$ cat src/common/ep_status_pkg.sv
// ep_status_pkg: constants shared by the endpoint status/control logic.
// assumes one 100 MHz system clock and the controller's register port.
//
// Overview of operation
// RULE_01 - direction bit only for control endpoints
// RULE_02 - firmware sets direction first after setup
// RULE_03 - firmware clears direction for control-out status
// RULE_04 - bank1 flag set on ping-pong store, naks
// RULE_05 - stall request answers next handshake with stall
// RULE_06 - firmware sets ready after loading fifo
// RULE_07 - ready with empty fifo sends zero length
// RULE_08 - ready clears on send iso, ack otherwise
// RULE_09 - stall-sent flag set, cleared by setup
// RULE_10 - iso crc flag follows last packet crc
// RULE_11 - setup sets flag, clears all other bits
// RULE_12 - firmware clears setup flag after reading
// RULE_13 - bank0 flag set on store, naks further
// RULE_14 - control setup may overwrite full bank0
// RULE_15 - firmware clears bank0 flag after reading
// RULE_16 - in-complete set on send or ack
// RULE_17 - firmware clears in-complete before ready again
// RULE_18 - register access steered by endpoint select
// RULE_19 - endpoint select field is bits one..zero
// RULE_20 - kind field: control, iso, bulk encodings
// RULE_21 - per-endpoint enable gates interrupt
// RULE_22 - interrupt is or of flags gated
package ep_status_pkg;
  localparam int NUM_EP = 3;
  localparam logic [7:0] ADDR_STATUS_CONTROL = 8'hce;
  localparam logic [7:0] ADDR_ENDPOINT_SELECT = 8'hc7;
  localparam logic [7:0] STATUS_RESET = 8'h00;
  localparam logic [7:0] SELECT_MASK = 8'h03;
  localparam int BIT_DIR = 7;
  localparam int BIT_OUT_B1 = 6;
  localparam int BIT_STALL_RQ = 5;
  localparam int BIT_IN_READY = 4;
  localparam int BIT_STALL_CRC = 3;
  localparam int BIT_SETUP = 2;
  localparam int BIT_OUT_B0 = 1;
  localparam int BIT_IN_DONE = 0;
  localparam logic [7:0] FLAG_IRQ_MASK = 8'h4f;
  localparam logic [1:0] KIND_CONTROL = 2'h0;
  localparam logic [1:0] KIND_ISO = 2'h1;
  localparam logic [1:0] KIND_BULK = 2'h2;
  // handshake codes toward the serial engine
  typedef enum logic [1:0] {HS_ACK, HS_NAK, HS_STALL} handshake_e;
endpackage

$ cat src/verilog/ep_slot.sv
// ep_slot: status/control byte of one endpoint.
// assumes flag events are one-cycle pulses from the serial engine.
`timescale 1ns/100ps
module ep_slot
  import ep_status_pkg::*;
(
  // clock and reset
  input wire logic i_sys_clk,
  input wire logic i_sys_rst,
  // firmware write to this slot
  input wire logic i_wr,
  input wire logic [7:0] i_wdata,
  // configuration
  input wire logic [1:0] i_kind,
  input wire logic i_pingpong,
  // link events
  input wire logic i_setup_ok,
  input wire logic i_out_b0_stored,
  input wire logic i_out_b1_stored,
  input wire logic i_in_sent,
  input wire logic i_in_acked,
  input wire logic i_stall_sent,
  input wire logic i_crc_bad,
  input wire logic i_crc_good,
  // state
  output logic [7:0] o_status
);
  typedef struct packed {logic [7:0] stat;} slot_s;
  slot_s cur, next_cur;
  logic iso;

  assign iso = (i_kind == KIND_ISO);
  assign o_status = cur.stat;

  // firmware write, then hardware events; hardware events win over the write, and setup overrides all
  always_comb
  begin
    next_cur = cur;
    if (i_wr)
    begin
      next_cur.stat = i_wdata;
      if (i_kind != KIND_CONTROL)
        next_cur.stat[BIT_DIR] = 1'b0; // RULE_01
    end
    if (i_out_b1_stored && i_pingpong)
      next_cur.stat[BIT_OUT_B1] = 1'b1; // RULE_04
    if (i_out_b0_stored)
      next_cur.stat[BIT_OUT_B0] = 1'b1; // RULE_13
    if (i_in_sent && iso)
    begin
      next_cur.stat[BIT_IN_READY] = 1'b0; // RULE_08
      next_cur.stat[BIT_IN_DONE] = 1'b1; // RULE_16
    end
    if (i_in_acked && !iso)
    begin
      next_cur.stat[BIT_IN_READY] = 1'b0; // RULE_08
      next_cur.stat[BIT_IN_DONE] = 1'b1; // RULE_16
    end
    if (i_stall_sent && !iso)
      next_cur.stat[BIT_STALL_CRC] = 1'b1; // RULE_09
    if (iso && i_crc_bad)
      next_cur.stat[BIT_STALL_CRC] = 1'b1; // RULE_10
    else if (iso && i_crc_good)
      next_cur.stat[BIT_STALL_CRC] = 1'b0; // RULE_10
    // setup clears all else, stall-sent flag included
    if (i_setup_ok)
      next_cur.stat = 8'h04; // RULE_11 RULE_09
  end

  // state register
  always_ff @(posedge i_sys_clk)
  begin
    if (i_sys_rst)
      cur.stat <= STATUS_RESET;
    else
      cur <= next_cur;
  end

  a_setup_clears: assert property (@(posedge i_sys_clk) disable iff (i_sys_rst)
    i_setup_ok |=> o_status == 8'h04) else $error("setup did not clear register"); // RULE_11
  a_ack_done: assert property (@(posedge i_sys_clk) disable iff (i_sys_rst)
    (i_in_acked && !iso && !i_setup_ok) |=> (o_status[BIT_IN_DONE] && !o_status[BIT_IN_READY]))
    else $error("ack did not complete in packet"); // RULE_16
  a_iso_sent: assert property (@(posedge i_sys_clk) disable iff (i_sys_rst)
    (i_in_sent && iso && !i_setup_ok) |=> !o_status[BIT_IN_READY])
    else $error("iso send did not clear ready"); // RULE_08
  a_b0_set: assert property (@(posedge i_sys_clk) disable iff (i_sys_rst)
    (i_out_b0_stored && !i_setup_ok) |=> o_status[BIT_OUT_B0])
    else $error("bank0 flag not set"); // RULE_13
  a_b1_set: assert property (@(posedge i_sys_clk) disable iff (i_sys_rst)
    (i_out_b1_stored && i_pingpong && !i_setup_ok) |=> o_status[BIT_OUT_B1])
    else $error("bank1 flag not set"); // RULE_04
  a_crc_flag: assert property (@(posedge i_sys_clk) disable iff (i_sys_rst)
    (iso && i_crc_bad && !i_setup_ok) |=> o_status[BIT_STALL_CRC])
    else $error("crc flag not set"); // RULE_10
endmodule

$ cat src/verilog/usb_endpoint_status_control.sv
// usb_endpoint_status_control: indexed status/control register of all endpoints.
// assumes firmware register port strobes and serial engine event pulses on i_sys_clk.
`timescale 1ns/100ps
module usb_endpoint_status_control
  import ep_status_pkg::*;
(
  // clock and reset
  input wire logic i_sys_clk,
  input wire logic i_sys_rst,
  // firmware register port
  input wire logic [7:0] i_reg_addr,
  input wire logic i_reg_wr,
  input wire logic i_reg_rd,
  input wire logic [7:0] i_reg_wdata,
  output logic [7:0] o_reg_rdata,
  // endpoint configuration
  input wire logic [5:0] i_endpoint_kind_field,
  input wire logic [2:0] i_pingpong,
  input wire logic [2:0] i_endpoint_interrupt_enables,
  // serial engine: endpoint of current transaction and its events
  input wire logic [1:0] i_txn_ep,
  input wire logic i_setup_ok,
  input wire logic i_out_stored,
  input wire logic i_out_bank,
  input wire logic i_in_sent,
  input wire logic i_in_acked,
  input wire logic i_stall_sent,
  input wire logic i_crc_bad,
  input wire logic i_crc_good,
  input wire logic i_fifo_empty,
  // answers to the serial engine
  output handshake_e o_out_handshake,
  output handshake_e o_in_handshake,
  output logic o_send_zlp,
  output logic o_setup_accept,
  // interrupts and state
  output logic [2:0] o_ep_irq,
  output logic [1:0] o_endpoint_select_field
);
  typedef struct packed {logic [1:0] sel; logic [7:0] rdata;} top_s;
  top_s cur, next_cur;
  logic [7:0] status [NUM_EP];
  logic [NUM_EP-1:0] slot_wr;
  logic [7:0] sel_stat, txn_stat;
  logic [1:0] txn_kind;
  logic txn_pp;

  // kind of an endpoint from the packed kind field; no endpoint 3, so it is never control
  function automatic logic [1:0] kind_of(input logic [5:0] f, input logic [1:0] ep);
    if (ep < 2'(NUM_EP))
      kind_of = f[{ep, 1'b0} +: 2]; // RULE_20
    else
      kind_of = KIND_BULK;
  endfunction

  // ******************************
  // endpoint slots
  // ******************************
  genvar g;
  generate
    for (g = 0; g < NUM_EP; g++)
    begin : slot
      logic hit;
      logic to_b1;
      assign hit = (i_txn_ep == 2'(g));
      // only a ping-pong endpoint owns bank 1; others always store to bank 0
      assign to_b1 = i_out_bank && i_pingpong[g]; // RULE_04
      assign slot_wr[g] = i_reg_wr && (i_reg_addr == ADDR_STATUS_CONTROL)
                          && (cur.sel == 2'(g)); // RULE_18
      ep_slot u_slot (
        .i_sys_clk(i_sys_clk),
        .i_sys_rst(i_sys_rst),
        .i_wr(slot_wr[g]),
        .i_wdata(i_reg_wdata),
        .i_kind(kind_of(i_endpoint_kind_field, g[1:0])),
        .i_pingpong(i_pingpong[g]),
        .i_setup_ok(hit && i_setup_ok),
        .i_out_b0_stored(hit && i_out_stored && !to_b1),
        .i_out_b1_stored(hit && i_out_stored && to_b1),
        .i_in_sent(hit && i_in_sent),
        .i_in_acked(hit && i_in_acked),
        .i_stall_sent(hit && i_stall_sent),
        .i_crc_bad(hit && i_crc_bad),
        .i_crc_good(hit && i_crc_good),
        .o_status(status[g])
      );
      // flags or'ed and gated by enable
      assign o_ep_irq[g] = i_endpoint_interrupt_enables[g]
                           && |(status[g] & FLAG_IRQ_MASK); // RULE_21 RULE_22
    end
  endgenerate

  // ******************************
  // handshake decisions
  // ******************************
  always_comb
  begin
    txn_stat = (i_txn_ep < 2'd3) ? status[i_txn_ep] : 8'h00;
    sel_stat = (cur.sel < 2'd3) ? status[cur.sel] : 8'h00;
    txn_kind = kind_of(i_endpoint_kind_field, i_txn_ep);
    txn_pp = (i_txn_ep < 2'd3) ? i_pingpong[i_txn_ep] : 1'b0;
    o_out_handshake = HS_ACK;
    if (txn_stat[BIT_STALL_RQ])
      o_out_handshake = HS_STALL; // RULE_05
    else if (txn_kind != KIND_ISO)
    begin
      // bank qualifier counts only on ping-pong endpoints
      if ((i_out_bank && txn_pp) ? txn_stat[BIT_OUT_B1] : txn_stat[BIT_OUT_B0])
        o_out_handshake = HS_NAK; // RULE_04 RULE_13
    end
    o_in_handshake = HS_NAK;
    if (txn_stat[BIT_STALL_RQ])
      o_in_handshake = HS_STALL; // RULE_05
    else if (txn_stat[BIT_IN_READY])
      o_in_handshake = HS_ACK;
    o_send_zlp = txn_stat[BIT_IN_READY] && i_fifo_empty; // RULE_07
    o_setup_accept = (txn_kind == KIND_CONTROL); // RULE_14
  end

  // ******************************
  // register port
  // ******************************
  always_comb
  begin
    next_cur = cur;
    if (i_reg_wr && i_reg_addr == ADDR_ENDPOINT_SELECT)
      next_cur.sel = i_reg_wdata[1:0]; // RULE_19
    if (i_reg_rd)
    begin
      case (i_reg_addr)
        ADDR_STATUS_CONTROL: next_cur.rdata = sel_stat; // RULE_18
        ADDR_ENDPOINT_SELECT: next_cur.rdata = {6'h00, cur.sel};
        default: next_cur.rdata = 8'h00;
      endcase
    end
  end

  // state register
  always_ff @(posedge i_sys_clk)
  begin
    if (i_sys_rst)
      cur <= '0;
    else
      cur <= next_cur;
  end

  assign o_reg_rdata = cur.rdata;
  assign o_endpoint_select_field = cur.sel;

  a_stall_answer: assert property (@(posedge i_sys_clk) disable iff (i_sys_rst)
    txn_stat[BIT_STALL_RQ] |-> (o_in_handshake == HS_STALL && o_out_handshake == HS_STALL))
    else $error("stall not answered"); // RULE_05
  a_irq_gate: assert property (@(posedge i_sys_clk) disable iff (i_sys_rst)
    !i_endpoint_interrupt_enables[0] |-> !o_ep_irq[0])
    else $error("irq without enable"); // RULE_21
  a_read_steer: assert property (@(posedge i_sys_clk) disable iff (i_sys_rst)
    (i_reg_rd && i_reg_addr == ADDR_STATUS_CONTROL) |=> o_reg_rdata == $past(sel_stat))
    else $error("read not steered"); // RULE_18
endmodule
$ cat config.mk
export PLATFORM = sky130hd
export DESIGN_NAME = usb_endpoint_status_control
export DESIGN_NICKNAME = d
export VERILOG_FILES = /design/src/common/ep_status_pkg.sv /design/src/verilog/ep_slot.sv /design/src/verilog/usb_endpoint_status_control.sv
export SDC_FILE = /design/constraint.sdc
export NUM_CORES = 1
export LEC_CHECK = 0
export BUFFER_PORTS_ARGS = -buffer_cell sky130_fd_sc_hd__buf_2
export CORE_ASPECT_RATIO = 1.5
export CORE_MARGIN = 3
export CORE_UTILIZATION = 56
export CTS_CLUSTER_SIZE = 14
export DETAILED_ROUTE_END_ITERATION = 8
export PLACE_DENSITY = 0.87
export SLEW_MARGIN = 20
export SYNTH_ARGS = -nofsm -noshare
export SYNTH_HDL_FRONTEND = slang
export SYNTH_HIERARCHICAL = 1
export SYNTH_SLANG_ARGS = --single-unit
$ cat constraint.sdc
create_clock -name i_sys_clk -period 3.8 [get_ports i_sys_clk]
set_clock_uncertainty 0.1 [all_clocks]
set_input_delay 0.76 -clock i_sys_clk [delete_from_list [all_inputs] [get_ports i_sys_clk]]
set_output_delay 0.76 -clock i_sys_clk [all_outputs]
set_load 0.02 [all_outputs]
### Word-level counts from Yosys, hierarchy flattened

Index checks and enable logic that the tools add are counted.

| cells by class | value |
|---|---|
| $lt $le $gt $ge | 5 |
| equality and inequality tests | 10 |
| shift-type cells | 1 |
| mux-type cells | 49 |
| bitwise logic cells | 2 |
| reductions and logical operators | 94 |

Operators by type and width:

| cell | number |
|---|---|
| $logic_and 1x1->1 | 58 |
| $mux 7 | 6 |
| $bmux 8 s2 | 2 |
| $mux 1 | 30 |
| $mux 8 | 3 |
| $reduce_bool 2->1 | 12 |
| $eq 8x8->1 const B | 2 |
| $pmux 8 s2 | 1 |
| $reduce_or 5->1 | 3 |
| $reduce_bool 4->1 | 3 |
| $reduce_or 4->1 | 3 |
| $eq 2x1->1 const B | 5 |
| $mux 3 | 3 |
| $reduce_bool 3->1 | 3 |
| $ge 3x3->1 const B | 2 |
| $logic_not 1->1 | 6 |
| $logic_not 2->1 | 3 |
| $mux 2 | 3 |
| $not 2->3 | 2 |
| $reduce_or 2->1 | 3 |
| $shiftx 6x4->2 | 1 |
| $eq 2x2->1 const B | 2 |
| $lt 2x2->1 const B | 2 |
| $lt 2x3->1 const B | 1 |
| 2 further kinds | 2 |

| word-level totals | value |
|---|---|
| register bits | 34 |
| bits of input ports | 43 |
| output and inout bits | 19 |
| word-level logic and storage cells | 184 |

### Depth between registers and ports, before layout

| logic depth | value |
|---|---|
| depth in word-level cells | 9 |
| mapped depth | 8 |

### Cells and area by module

The synthesis kept the hierarchy.

By module, submodules not included:

| module | times used | cells each | area an instance (um2) | seq. area each (um2) |
|---|---|---|---|---|
| ep_slot | 3 | 36 | 364.1 | 160.2 |
| usb_endpoint_status_control | 1 | 136 | 1011.0 | 200.2 |

### Worst setup path before layout

OpenSTA, ideal clock, no wires.

| timing path | value |
|---|---|
| path kind | input-to-output |
| start | input i_txn_ep[1] |
| end | output o_in_handshake[0] |
| data arrival time | 1994 ps |
| data required time | 2940 ps |
| setup slack | 946 ps |
| stages on the path | 4 |
| path buffers | 1 |
| cells stage by stage | clkbuf_1 mux2i_1 o21ai_0 nor2_1 |

| between the ends | value |
|---|---|
| longest elaborated chain between the ends | 7 |
| elaborated cells on any way between the ends | 8 |

RTL lines:

| element | line | RTL |
|---|---|---|
| start, declared | usb_endpoint_status_control.sv:21 | `input wire logic [1:0] i_txn_ep,` |
| $not 2->3 (not written as such) | usb_endpoint_status_control.sv:98 | `txn_stat = (i_txn_ep < 2'd3) ? status[i_txn_ep] : 8'h00;` |
| $bmux 8 s2 | usb_endpoint_status_control.sv:98 |  |
| $mux 7 (not written as such) (2 in a row) | usb_endpoint_status_control.sv:98 |  |
| $mux 7 (*) | usb_endpoint_status_control.sv:98 |  |
| $mux 1 | usb_endpoint_status_control.sv:114 | `else if (txn_stat[BIT_IN_READY])` |
| $mux 2 (*) | usb_endpoint_status_control.sv:112 | `if (txn_stat[BIT_STALL_RQ])` |
| end, declared | usb_endpoint_status_control.sv:33 | `output handshake_e o_in_handshake,` |

Every way passes the cells marked *; elsewhere a longest branch is shown, timed or not. The select of a mux whose other input is x is not followed.

### Worst setup path in the final report

| timing path | value |
|---|---|
| start | input i_reg_addr[4] |
| end | register slot[2].u_slot.cur (netlist bit slot[2].u_slot/o_status[3]) |

| between the ends | value |
|---|---|
| longest elaborated chain between the ends | 4 |

RTL lines:

| element | line | RTL |
|---|---|---|
| start, declared | usb_endpoint_status_control.sv:11 | `input wire logic [7:0] i_reg_addr,` |
| $eq 8x8->1 | usb_endpoint_status_control.sv:68 | `assign slot_wr[g] = i_reg_wr && (i_reg_addr == ADDR_STATUS_CONTROL)` |
| $logic_and 1x1->1 | usb_endpoint_status_control.sv:68 |  |
| $logic_and 1x1->1 | usb_endpoint_status_control.sv:69 | `&& (cur.sel == 2'(g));` |
| via slot_wr[2] | usb_endpoint_status_control.sv:43 | `logic [NUM_EP-1:0] slot_wr;` |
| $reduce_bool 4->1 (no line) | n/a |  |
| end signal, assigned | ep_slot.sv:76 | `cur <= next_cur;` |
| end, declared | ep_slot.sv:29 | `slot_s cur, next_cur;` |

The timed path passes the listed nets, and every way through them passes these cells.
A chain may end at the register's enable or synchronous reset.

==> results.toml <==
[status]
status = "complete, no violations"

[global_route]
grt_max_degree = 17
grt_pass1_wl_um = 9250
grt_remaining_overflow = 0
antenna_found_initial = 0
grt_usage_pct = 25.9
grt_pass1_vias = 1972

[die]
initial_utilization_pct = 59.9
coreArea_sq_um = 3510
fp.dieArea_sq_um = 4540
die_w_um = 56.0
ioPinCount = 62
die_h_um = 81.1
core.rowCount = 26

[cts]
cts.repair.resized = 0
numCtsBuffers = 5
cts_tree = "done"
cts.clk_slew.worst_paths_ns = 0.08
insertion_delay_ns = 0.29
post_cts_buffers = 0
cts_sinks = 34
cts_max_level = 2
ctsLongestPathBuffers = 2
hold_buffers = 0
cts-root-buf = "clkbuf_8"

[finish]
fin_nets = 347
drive_gt1_share_pct = 26.9
fillers = 309
multiInputGateArea_sq_um = 1310
ff_latch_area_sq_um = 681
syn_to_final_growth_pct = 19.8
insertedDiodeCount = 0
final_core_utilization_pct = 71.7

[detailed_routing]
wire_per_inst_um = 16.6
postRouteAntennaNets = 0
drtIter0Drc = 74
drc_errors = 0
drt-total-wl_um = 5760
vias = 2012
firstDrtPassIters = 5
post_drt_via_cell_ratio = 5.80

[pwr]
p_per_area_nw_per_um2 = 328
p_leak_nw = 1.02
clock_power_share_pct = 41.3
power.internal_mw = 0.610
combPwrFrac_pct = 13.8
p_sw_mw = 0.217
seqPwrFrac_pct = 44.9
ir_drop_mv = 0.282
swShare_pct = 26.2

[place]
dp_hpwl_um = 4280
gp_congestion = 0.859
numPortBuffers = 61

[sta]
grt_setup_unrepaired = "false"
hold_viol_final = 0
fin_crit_sh_pct = 70.1
tightest_slew_ns = 0.816
setup_tns_ns = 0
slew_viol_final = 0
relSlewSlack_pct = 45.5
period_minus_slack_ns = 2.66
fmaxAchievable_mhz = 375
finalSetupViolCount = 0

[yosys]
mappedNetlistArea_sq_um = 2100
synth_nets = 287
ys.flop_type = "dfxtp_1"
synthCells = 244
synth_edf_count = 0
synth_cell_types = 37
ys_seq_area_share_pct = 32.4
async_flop_share_pct = 0
avgSynthCellArea_sq_um = 8.62
yosysWarnings = 6
synth-seq-cells = 34

[critical_path]
crit_path_cell_trace = "buf_2, nand4bb_1, or2_4, nor4_1, and2_1, mux2i_1, nor2_1, o31a_1"
startpoint_type = "input pin"
critPathTopFamily = "simple AND/OR/NAND/NOR gates"
end_kind = "flop"
path_class = "in -> reg"
path_buf_inv = 1
critPathArrivalTime_ns = 2.74
critPathMaxFanout = 10
crit_required_ns = 3.88
cpPeakStageDelay_ns = 0.50
cp_slowest_cell = "and2_1"

[run]
drv_cap = 0

[hold_path]
hold_path.class = "reg -> reg"
[worst reg2reg max path, stage by stage (launching register included)]
cell and delay, ns:
dfxtp_1 0.57, nor4_1 0.45, and2_1 0.50, mux2i_1 0.30, nor2_1 0.07, o31a_1 0.23
[per-stage QoR]
| step | power [mW] | hold WS, ns | area (sq um) | std cells | setup slack, ns |
|---|---|---|---|---|---|
| 6_report | 0.827 | 0.378 | 2520 | 347 | 1.14 |
| 2_1_floorplan | 0.442 | 0.360 | 2100 | 244 | 0.946 |
| 3_5_place_dp | 0.491 | 0.363 | 2400 | 339 | 0.867 |
| 5_1_grt | 0.852 | 0.406 | 2520 | 347 | 1.01 |
| 3_3_place_gp | 0.488 | 0.357 | 2400 | 339 | 0.962 |
| 4_1_cts | 0.825 | 0.380 | 2520 | 347 | 1.16 |
[cell families (layout without fill, tap and decap cells)]
family	Yosys count	after routing	share of synthesized area, %
DFF	34	34	32.4
buffers and inverters	17	78	5.47
and+or+nand+nor	108	108	28.5
AOI/OAI and AO/OA	49	49	16.5
xor gates and xnor gates	1	1	0.416
muxes	35	35	16.8
[flip-flops by register name, summed over array words and instances, names as in the netlist]
register	flops
o_endpoint_select_field	2
o_reg_rdata	8
slot.u_slot/o_status	24
[final cells by class]
class                           instances  share of cell area [%]
Multi-Input combinational cell        193                    52.2
Sequential cell                        34                    27.0
Timing Repair Buffer                   66                    13.6
Tap cell                               42                    2.09
Inverter                                4                   0.596
Clock buffer                            5                    2.73
Clock inverter                          3                    1.79
[placed cells by master, fill, tap and decap left out, types with 2 or more instances in the layout]
cell         n
o31a_1       3
a31oi_1      4
nor2b_1     10
nand2b_1    10
dfxtp_1     34
buf_4        5
clkinvlp_4   2
o21ai_0     11
nor3_1       2
inv_1        4
mux2_2       2
nor3b_1      3
nand2_1     20
clkbuf_8     5
a22o_1       8
nor3b_2      3
mux2i_1     33
or2_0        3
nor2_1      25
nand3_1      2
and2_1      20
o21a_1       3
buf_2       61
a211oi_1     6
or4_1        3
a21oi_1     10
[cells in the mapped netlist, types with 2 or more instances]
cell      count  area (sq um)
a211oi_1      6          45.0
a21oi_1      10          50.1
a22o_1        8          70.1
a31oi_1       4          25.0
and2_1       20           125
buf_2         2          10.0
buf_6         6          67.6
clkbuf_1      4          15.0
dfxtp_1      34           681
inv_1         4          15.0
mux2_2        2          22.5
mux2i_1      33           330
nand2_1      20          75.1
nand2b_1     10          62.6
nand3_1       2          10.0
nor2_1       25          93.8
nor2b_1      10          62.6
nor3_1        2          10.0
nor3b_1       3          22.5
nor3b_2       3          37.5
nor4_1        2          12.5
o21a_1        3          22.5
o21ai_0      11          55.1
o31a_1        3          26.3
or2_0         3          18.8
or4_1         3          22.5
[worst paths after layout]
path / startpoint / end / slack [ns] / cells after the start
setup / recovery: i_reg_addr[4] / slot[2].u_slot/o_status[3] / 1.14 / 8
hold / removal: o_reg_rdata[4] / o_reg_rdata[4] / 0.38 / 1
setup reg to reg: o_endpoint_select_field[0] / slot[2].u_slot/o_status[3] / 1.47 / 5
hold reg to reg: o_reg_rdata[4] / o_reg_rdata[4] / 0.38 / 1
[power groups by stage]
stage	clock [mW]	combinational [mW]	sequential (mW)
floorplan	0	0.0660	0.376
global placement	0	0.109	0.379
detailed placement	0	0.112	0.379
CTS	0.341	0.113	0.371
global route	0.355	0.126	0.372
finish	0.341	0.114	0.371
[per-layer routing]
metal	vias to the layer above	routed length [um]	global-route usage, %
li1	977	-	-
met1	926	2230	27.5
met2	84	2930	47.3
met3	25	340	4.77
met4	0	258	15.4
met5	-	0	0
Note: power is estimated with default switching activity, not from simulation.
